==> src/rcl_pkg.sv <==
// Package for the resolution control latches: field positions, widths and
// reset values. Assumes a single 20 MHz clock domain around it.
package rcl_pkg;
  localparam int ADDR_W = 6;
  localparam int DATA_W = 8;
  localparam int SEL_BIT = 7;
  localparam int BW_W = 3;
  localparam int BW_LSB = 0;
  localparam int GAIN_W = 3;
  localparam int GAIN_LSB = 0;
  localparam int BAND_W = 4;
  localparam int BAND_LSB = 3;
  localparam int NUM_BANDS = 16;
  localparam int NUM_FILTERS = 8;
  localparam int BOOST_FIRST = 4;
  localparam int BOOST_LAST = 10;
  localparam logic [ADDR_W-1:0] CTRL_ADDR_RST = 6'h00;
  localparam logic [BW_W-1:0] BW_RST = 3'h0;
  localparam logic [GAIN_W-1:0] GAIN_RST = 3'h0;
  localparam logic [BAND_W-1:0] BAND_RST = 4'h0;
  localparam logic [GAIN_W-1:0] ATTEN_RST = 3'h7;
  localparam logic BOOST_N_RST = 1'h1;
  localparam logic [NUM_BANDS-1:0] BOOST_LINKS_RST = 16'h07f0;
endpackage : rcl_pkg

==> src/rcl_onehot_low.sv <==
// Active-low one-of-N decoder, combinational.
// Assumes the index is driven from flip-flops in the same clock domain.
`timescale 1ns/1ns
`default_nettype none
module rcl_onehot_low #(
  parameter int IDX_W = 3,
  parameter int N = 8
) (
  // Binary index
  input wire logic [IDX_W-1:0] idx_i,
  // Decoded lines, selected one low
  output logic [N-1:0] sel_n_o
);
  always_comb
  begin
    sel_n_o = '1;
    sel_n_o[idx_i] = 1'b0;
  end
endmodule : rcl_onehot_low
`default_nettype wire

==> src/rcl_resolution_control_latches.sv <==
// Write-only control decode for the variable resolution section: two
// latches loaded from the microprocessor bus, gain line inversion, band
// decode and gain boost.
// Assumes bus inputs are synchronous to mclk_i and that the board sets
// the answering address and the boost links as static levels.
`timescale 1ns/1ns
`default_nettype none
// Notes on behaviour
// - Write taken only on address match with data valid; else latches hold.
// - Data bit 7 chooses bandwidth latch (0) or gain/band latch (1).
// - Bandwidth latch takes data bits 0 to 2 only.
// - Bandwidth code goes out as binary to both filter-select units.
// - Second latch takes bits 0-2 as gain steps, 3-6 as band.
// - Each stored gain bit is inverted before driving its attenuator line.
// - Bit 0 drives 10 dB unit; bits 1, 2 the 20 dB unit's pads.
// - Band bits feed one-of-N decoder; selected band output goes low.
// - Bands 4 to 10 with fitted link also assert gain boost, low.
// - Each filter decoder drives only the chosen filter's select low.
module rcl_resolution_control_latches
  import rcl_pkg::*;
(
  // Clock and reset
  input wire logic mclk_i,
  input wire logic sys_rst_i,
  // Microprocessor bus
  input wire logic [rcl_pkg::ADDR_W-1:0] bus_addr_i,
  input wire logic bus_data_valid_i,
  input wire logic [rcl_pkg::DATA_W-1:0] bus_data_i,
  // Configuration
  input wire logic [rcl_pkg::ADDR_W-1:0] ctrl_addr_i,
  input wire logic [rcl_pkg::NUM_BANDS-1:0] boost_link_fitted_i,
  // Filter-select units
  output logic [rcl_pkg::BW_W-1:0] bw_code_1st_o,
  output logic [rcl_pkg::BW_W-1:0] bw_code_2nd_o,
  output logic [rcl_pkg::NUM_FILTERS-1:0] filter_sel_1st_n_o,
  output logic [rcl_pkg::NUM_FILTERS-1:0] filter_sel_2nd_n_o,
  // Gain step attenuator controls
  output logic atten_10db_unit_o,
  output logic atten_20u_10db_o,
  output logic atten_20u_20db_o,
  // Band leveling
  output logic [rcl_pkg::BAND_W-1:0] band_code_o,
  output logic [rcl_pkg::NUM_BANDS-1:0] band_sel_n_o,
  output logic gain_boost_line_n_o
);
  import rcl_pkg::*;

  // Latch state, next values and write strobes.
  logic [BW_W-1:0] bw_q;
  logic [BW_W-1:0] bw_d;
  logic [GAIN_W-1:0] gain_q;
  logic [GAIN_W-1:0] gain_d;
  logic [BAND_W-1:0] band_q;
  logic [BAND_W-1:0] band_d;
  logic atten0_q;
  logic atten0_d;
  logic atten1_q;
  logic atten1_d;
  logic atten2_q;
  logic atten2_d;
  logic boost_n_q;
  logic boost_n_d;
  logic hit;
  logic wr_bw;
  logic wr_gb;
  logic [NUM_BANDS-1:0] band_dec_n;
  logic [NUM_BANDS-1:0] boost_req;

  // Data bit 7 acts as one more address line: it picks the latch and is
  // never stored, so software cannot learn afterwards which latch it hit.
  assign hit = bus_data_valid_i && (bus_addr_i == ctrl_addr_i);
  assign wr_bw = hit && !bus_data_i[SEL_BIT];
  assign wr_gb = hit && bus_data_i[SEL_BIT];

  // Bandwidth latch. Bits 3 to 6 of a bandwidth write never reach it, so
  // stray band bits left on the bus cannot disturb the filter choice.
  // A write to the other latch leaves it alone.
  always_comb
  begin
    bw_d = bw_q;
    if (wr_bw)
    begin
      bw_d = bus_data_i[BW_LSB +: BW_W];
    end
  end

  always_ff @(posedge mclk_i)
  begin
    if (sys_rst_i)
    begin
      bw_q <= BW_RST;
    end
    else
    begin
      bw_q <= bw_d;
    end
  end

  // Gain and band latch: one write sets both fields together.
  always_comb
  begin
    gain_d = gain_q;
    band_d = band_q;
    if (wr_gb)
    begin
      gain_d = bus_data_i[GAIN_LSB +: GAIN_W];
      band_d = bus_data_i[BAND_LSB +: BAND_W];
    end
  end

  always_ff @(posedge mclk_i)
  begin
    if (sys_rst_i)
    begin
      gain_q <= GAIN_RST;
      band_q <= BAND_RST;
    end
    else
    begin
      gain_q <= gain_d;
      band_q <= band_d;
    end
  end

  // The code stays binary on the wires; each unit decodes it locally,
  // which keeps the wiring between units narrow.
  assign bw_code_1st_o = bw_q;
  assign bw_code_2nd_o = bw_q;

  // Both filter-select units decode the same stored code, so they agree.
  rcl_onehot_low #(
    .IDX_W(BW_W),
    .N(NUM_FILTERS)
  ) u_filt_1st (
    .idx_i(bw_q),
    .sel_n_o(filter_sel_1st_n_o)
  );

  rcl_onehot_low #(
    .IDX_W(BW_W),
    .N(NUM_FILTERS)
  ) u_filt_2nd (
    .idx_i(bw_q),
    .sel_n_o(filter_sel_2nd_n_o)
  );

  // Band 0 is an unused code, yet its decoder line goes low after reset;
  // the leveling side must treat that line as doing nothing.
  rcl_onehot_low #(
    .IDX_W(BAND_W),
    .N(NUM_BANDS)
  ) u_band (
    .idx_i(band_q),
    .sel_n_o(band_dec_n)
  );

  // Attenuator drives are registered so they change cleanly, one clock
  // after the latch itself.
  always_comb
  begin
    atten0_d = ~gain_q[0];
    atten1_d = ~gain_q[1];
    atten2_d = ~gain_q[2];
  end

  always_ff @(posedge mclk_i)
  begin
    if (sys_rst_i)
    begin
      atten0_q <= ATTEN_RST[0];
      atten1_q <= ATTEN_RST[1];
      atten2_q <= ATTEN_RST[2];
    end
    else
    begin
      atten0_q <= atten0_d;
      atten1_q <= atten1_d;
      atten2_q <= atten2_d;
    end
  end

  // Each band in the boost range pulls the shared line low only when its
  // link is fitted. A link fitted outside that range has no effect, so a
  // wrong calibration strap cannot boost the low bands.
  always_comb
  begin
    boost_req = '0;
    for (int b = BOOST_FIRST; b <= BOOST_LAST; b++)
    begin
      boost_req[b] = boost_link_fitted_i[b] && !band_dec_n[b];
    end
  end

  // The boost line is registered as well, which puts it one clock behind
  // the band code; it is not valid in the cycle after the write.
  always_comb
  begin
    boost_n_d = ~|boost_req;
  end

  always_ff @(posedge mclk_i)
  begin
    if (sys_rst_i)
    begin
      boost_n_q <= BOOST_N_RST;
    end
    else
    begin
      boost_n_q <= boost_n_d;
    end
  end

  // Every output below is a flip-flop or a decoder fed only by
  // flip-flops, so bus activity alone never disturbs it.
  assign atten_10db_unit_o = atten0_q;
  assign atten_20u_10db_o = atten1_q;
  assign atten_20u_20db_o = atten2_q;
  assign gain_boost_line_n_o = boost_n_q;
  assign band_code_o = band_q;
  assign band_sel_n_o = band_dec_n;
endmodule : rcl_resolution_control_latches
`default_nettype wire

==> config.mk <==
export PLATFORM = sky130hd
export DESIGN_NAME = rcl_resolution_control_latches
export DESIGN_NICKNAME = d
export VERILOG_FILES = /design/src/rcl_pkg.sv /design/src/rcl_onehot_low.sv /design/src/rcl_resolution_control_latches.sv
export SDC_FILE = /design/constraint.sdc
export NUM_CORES = 1
export LEC_CHECK = 0
export ABC_AREA = 1
export BUFFER_PORTS_ARGS = -buffer_cell sky130_fd_sc_hd__buf_2
export CAP_MARGIN = 0
export CORE_MARGIN = 2
export CORE_UTILIZATION = 40
export CTS_BUF_LIST = sky130_fd_sc_hd__clkbuf_16
export DETAILED_ROUTE_END_ITERATION = 8
export GPL_TIMING_DRIVEN = 0
export PLACE_DENSITY_LB_ADDON = 0.3
export SYNTH_ARGS = -nofsm -noshare
export SYNTH_HDL_FRONTEND = slang
export SYNTH_SLANG_ARGS = --single-unit
==> constraint.sdc <==
create_clock -name mclk_i -period 2.5 [get_ports mclk_i]
set_input_delay 0.25 -clock mclk_i [delete_from_list [all_inputs] [get_ports mclk_i]]
set_output_delay 0.25 -clock mclk_i [all_outputs]
set_load 0.01 [all_outputs]
Word level (Yosys, flattened, before mapping):

Index checks and enable logic that the tools add are counted.

* mux-type cells: 4
* $mul: 0
* $lt $le $gt $ge: 4
* reduce and logical (&&, ||, !) cells: 22
* equal/unequal tests: 1
* shift operators: 0
* div/mod/pow operators: 0
* bitwise gates (word level): 5
* $add $sub $neg: 0

Operator list (number)
* $not A16 Y16: 1
* $logic_and A1 B1 Y1: 12
* $logic_not A1 Y1: 9
* $not A8 Y8: 1
* $reduce_or A7 Y1: 1
* $eq A6 B6 Y1: 1
* $lt A4 B5 Y1 const B: 1
* $demux W1 S4: 1
* $ge A4 B1 Y1 const B: 1
* $lt A3 B4 Y1 const B: 1
* $demux W1 S3: 1
* $ge A3 B1 Y1 const B: 1
* $not A1 Y1: 3
* $mux W1: 2

* output and inout port bits: 46
* memories kept: 0
* bits in read-only memories: 0
* bits of input ports: 39
* bits in latches: 0
* RAM bits: 0
* logic and storage cells: 43
* bits in registers: 14

Logic depth before layout (Yosys ltp):

* depth in word-level cells: 9
* depth in mapped cells: 10
* gate-level depth less buffers: 9

By module:

Synthesis repeated with hierarchy kept, for this count alone.

* cells, all modules: 211
* area, all modules: 1149.9 um^2

Modules (own cells, without submodules)
* rcl_resolution_control_latches: area each 922.1 um^2, instances 1, cells each 157, sequential area each 280.3 um^2
* rcl_onehot_low at u_band: area each 122.6 um^2, instances 1, cells each 30, sequential area each 0.0 um^2
* rcl_onehot_low at u_filt_1st ...: area each 52.6 um^2, instances 2, cells each 12, sequential area each 0.0 um^2

Worst setup path after synthesis:

No wires, ideal clock.

* path kind: register to output
* start point: register band_q[2], in the netlist band_code_o[2]
* end point: output band_sel_n_o[4] in the netlist's numbering
* arrival: 0.911 ns
* path buffers: 0
* stages on the path, launching flop included: 4
* required time: 2.250 ns
* path slack: 1.339 ns
* path through: dfxtp_1 > inv_1 > nor2_1 > nand2_1

* cells in the longest elaborated chain, start to end: 5
* elaborated cells on any way between the ends: 6
* those cells by class: order compare (2); mux (2); bitwise (1); reduce/logical (1)

RTL lines
* start: declaration: RTL line rcl_resolution_control_latches.sv:53 `logic [BAND_W-1:0] band_q;`
* start signal: assignment: RTL line rcl_resolution_control_latches.sv:121 `band_q <= band_d;`
* $lt A4 B5 Y1 (implied by the code) or $ge A4 B1 Y1 (tied branches): RTL line rcl_onehot_low.sv:17 `sel_n_o[idx_i] = 1'b0;`
* $logic_and A1 B1 Y1 (implied by the code): RTL line rcl_onehot_low.sv:17
* $mux W1 (implied by the code): RTL line rcl_onehot_low.sv:17
* $demux W1 S4 *
* $not A16 Y16 (no line) *
* end: declaration: RTL line rcl_resolution_control_latches.sv:43 `output logic [rcl_pkg::NUM_BANDS-1:0] band_sel_n_o,`

Mark *: on every way between the ends. The rest lies on a longest branch, timed or not.

Worst setup path in the final report:

Ends and elaborated chain as after synthesis.

==> key figures <==
Outcome
  • Status: finished, final reports clean

STA
  • Final Max Tran Viols: 0
  • Worst relative slew slack: 70.1%
  • Final setup viols: 0
  • Unrepaired setup endpoints after global routing: no
  • Fmax: 0.649 GHz
  • Final Critical Period: 1.54 ns
  • Slew at the pin closest to its max-slew limit: 0.447 ns
  • Setup TNS: 0 ns
  • Clock Skews: 0.00291 ns
  • Final Hold Viols: 0
  • Period utilization: 61.6%

Pwr
  • Net switching power figure: 122 uW
  • Logic pwr share: ~11%
  • PwrDens: 408 mW/mm^2
  • Sw Ratio: between 20% and 30%
  • Worst vdd ir: 0.415 mV
  • Pleak: roughly 0.0008 uW
  • Pint: 467 uW
  • Clock power frac: 50.5%
  • Share of power burned in registers: just under 40%

Floorplan
  • Die width: around 53 microns
  • Rows: 17
  • Die area: 0.00279 sq mm
  • Core area: 0.00223 sq mm
  • I/O Pins: 85
  • Die H: 52.8 microns
  • Initial Util: 42.6%

Detailed routing
  • Starting DRT DRC Count: 20
  • ANT nets after route: 0
  • Vias post-DR: 1212
  • First drt pass iteration count: 4
  • Remaining DRCs: 0
  • Via density: 4.44
  • Routed wire length: approximately 2400 microns
  • DR WL/cell: roughly 8.7 microns

GRT
  • Initial antenna violation count: 0
  • Wire length of the first global-routing pass: 3700 microns
  • Grt ovf: 0
  • Busiest layer in global routing: met2
  • GR Util All Layers: between 10% and 20%
  • Met3 Usage GRT: 6.00%
  • Largest net degree at the start of global routing: 11
  • GR Util met2: 27.1%
  • M1 GR Usage: 23.6%
  • Number of global-route vias before repair: 892

Clock tree
  • CTS Hold Bufs: 0
  • Clock Pin Slew Worst Setup and Hold Paths: approximately 0.040 ns
  • Clk sinks: 14
  • Clock root cell: clkbuf_16
  • # H-tree levels: 1
  • Postcts setup bufs: 0
  • Max Buffers Root-to-Sink: 2
  • TritonCTS Buffers: 3
  • CTS tree: done
  • Post_cts resized: 0
  • Worst skew pair latency: ~0.24 ns

Synth
  • Largest family of logic cells by synthesized area: simple AND/OR/NAND/NOR gates
  • Adder-Cell Fraction of Synth Area: 0%
  • Post-synth EDFFs: 0
  • Mux cell area share after synthesis: 0%
  • Synth warnings: 0
  • Most frequent cell after synthesis: nand2_1
  • Sequential area share after synthesis: 29.4%
  • Area share of xor/xnor cells in the synthesized design: 0%
  • List of most frequent post-synthesis cells: 48 x nand2_1, 29 x inv_1, 27 x nand3_1
  • Gate Count Post-Synth: 166
  • Largest cells by area after synthesis: dfxtp_1 29%, nand2_1 19%, nand3_1 14%
  • Post-synthesis cell type count: 11
  • Async set-reset flop share out of synthesis: 0%
  • Mean area per synthesized cell: roughly 5.7 sq um
  • Compound-Gate Fraction of Synth Area: 5.78%
  • Top-area cell type share of the netlist area: between 20% and 30%
  • Simple-gate share of the synthesized area: 42.3%
  • Syn Std Cell Area: 952 sq um
  • Synth area leader: dfxtp_1
  • Syn Nets: 205
  • Dominant synthesized flop cell: dfxtp_1
  • #FFs+latches synth: 14

Setup path
  • Crit-path max FO: 8
  • Reg2reg setup slack: 1.25 ns
  • Crit Path Class: reg2out
  • Worst R2R Start: band_code_o[2]$_SDFFE_PP0P_
  • Worst Setup Start Kind: flip-flop
  • Worst setup path start: band_code_o[2]$_SDFFE_PP0P_
  • R2R cell count: 5
  • CP Capture Point: band_sel_n_o[4]
  • CP max-delay cell: dfxtp_1
  • CP Data Required Time: roughly 2.3 ns
  • Arrival time at the worst endpoint: 1.29 ns
  • Worst-path cell chain: inv_1, nor2_1, nand2_1, buf_2
  • Critical path capture point type: output pin
  • Worst path max stage delay: 0.38 ns
  • Reg-to-reg endpoint: gain_boost_line_n_o$_SDFF_PP1_

Placement
  • Hpwl dp: 1910 microns
  • Input/output buffers: 75
  • Placer Congestion: ~0.74

Hold path
  • Hold Path Class: in2reg

Layout
  • Fin util: 64.5%
  • Final #Nets: 285
  • Diode count: 0
  • Filler cells: 233
  • Layout cells sized above 1: 37.6%
  • Synthesis-to-layout area growth: 51.4%

Job
  • MaxCap Viol Count: 0
==> registers in the layout, summed over array words and instances, names as in the netlist <==
name / cells
atten_20u_20db_o: 1
atten_10db_unit_o: 1
bw_code_1st_o: 3
band_code_o: 4
gain_q: 3
atten_20u_10db_o: 1
gain_boost_line_n_o: 1
==> placed cells by master, fill, tap and decap left out <==
master / Yosys / layout
buf_2: 0 / 75
nand2_1: 48 / 48
inv_1: 29 / 29
nand3_1: 27 / 27
nor2_1: 20 / 20
dfxtp_1: 14 / 14
buf_4: 13 / 13
a21oi_1: 10 / 10
clkbuf_16: 0 / 3
clkbuf_1: 2 / 2
nor2_2: 1 / 1
nand4_1: 1 / 1
o21ai_0: 1 / 1
clkinv_1: 0 / 1
==> how the worst min path moves through the flow <==
| stage | from | cells after the start | to |
|---|---|---|---|
| detailed placement | gain_q[1]$_SDFFE_PP0P_ | 1 | atten_20u_10db_o$_SDFF_PP1_ |
| global route | sys_rst_i | 4 | band_code_o[1]$_SDFFE_PP0P_ |
| global placement | gain_q[1]$_SDFFE_PP0P_ | 1 | atten_20u_10db_o$_SDFF_PP1_ |
| CTS | sys_rst_i | 4 | band_code_o[2]$_SDFFE_PP0P_ |
| floorplan | gain_q[0]$_SDFFE_PP0P_ | 1 | atten_10db_unit_o$_SDFF_PP1_ |
| finish | sys_rst_i | 4 | bw_code_1st_o[1]$_SDFFE_PP0P_ |
==> logic make-up (layout without fill, tap and decap cells) <==
family	count (synthesis)	after routing
AOI/OAI and AO/OA	11	11
buffers and inverters	44	123
DFF	14	14
and+or+nand+nor	97	97
==> per-stage QoR <==
step | cell area, sq um | worst slack, ns | instances | total power [uW] | hold WS [ns]
after global placement | 1360 | 1.25 | 269 | 295 | 0.373
after detailed placement | 1360 | 1.22 | 269 | 296 | 0.372
final | 1440 | 0.959 | 273 | 588 | 0.304
after floorplan | 952 | 1.34 | 166 | 263 | 0.366
after CTS | 1440 | 0.959 | 273 | 594 | 0.307
after global routing | 1440 | 0.819 | 273 | 614 | 0.334
==> worst max-delay path, delay by kind of cell (launching register included) <==
family | cells | cell delay (ns)
buffers and inverters | 2 | 0.22
AND/OR/NAND/NOR | 2 | 0.45
flip-flops | 1 | 0.38
==> final cells by class <==
| type | instances | area [sq um] | share of cell area (%) |
|---|---|---|---|
| timing repair buffer | 75 | 375 | 26.0 |
| multi-input combinational | 108 | 458 | 31.8 |
| buffer | 15 | 105 | 7.29 |
| tap | 28 | 35.0 | 2.43 |
| sequential | 14 | 280 | 19.4 |
| clock buffer | 3 | 75.1 | 5.21 |
| inverter | 29 | 109 | 7.55 |
| clock inverter | 1 | 3.75 | 0.260 |
==> power groups by stage <==
stage / Clock (uW) / Combinational (uW) / Sequential [uW]
global placement: 0 / 63.9 / 231
floorplan: 0 / 32.1 / 231
detailed placement: 0 / 65.1 / 231
finish: 297 / 64.5 / 226
CTS: 302 / 65.3 / 226
global route: 313 / 75.1 / 227
==> routing by layer <==
layer	share of wire, %	wire length, microns
met5	0	0
met4	0.38	9
met3	7.4	175
met2	47	1120
met1	45	1060
No activity file was read; power rests on OpenSTA's default activity.
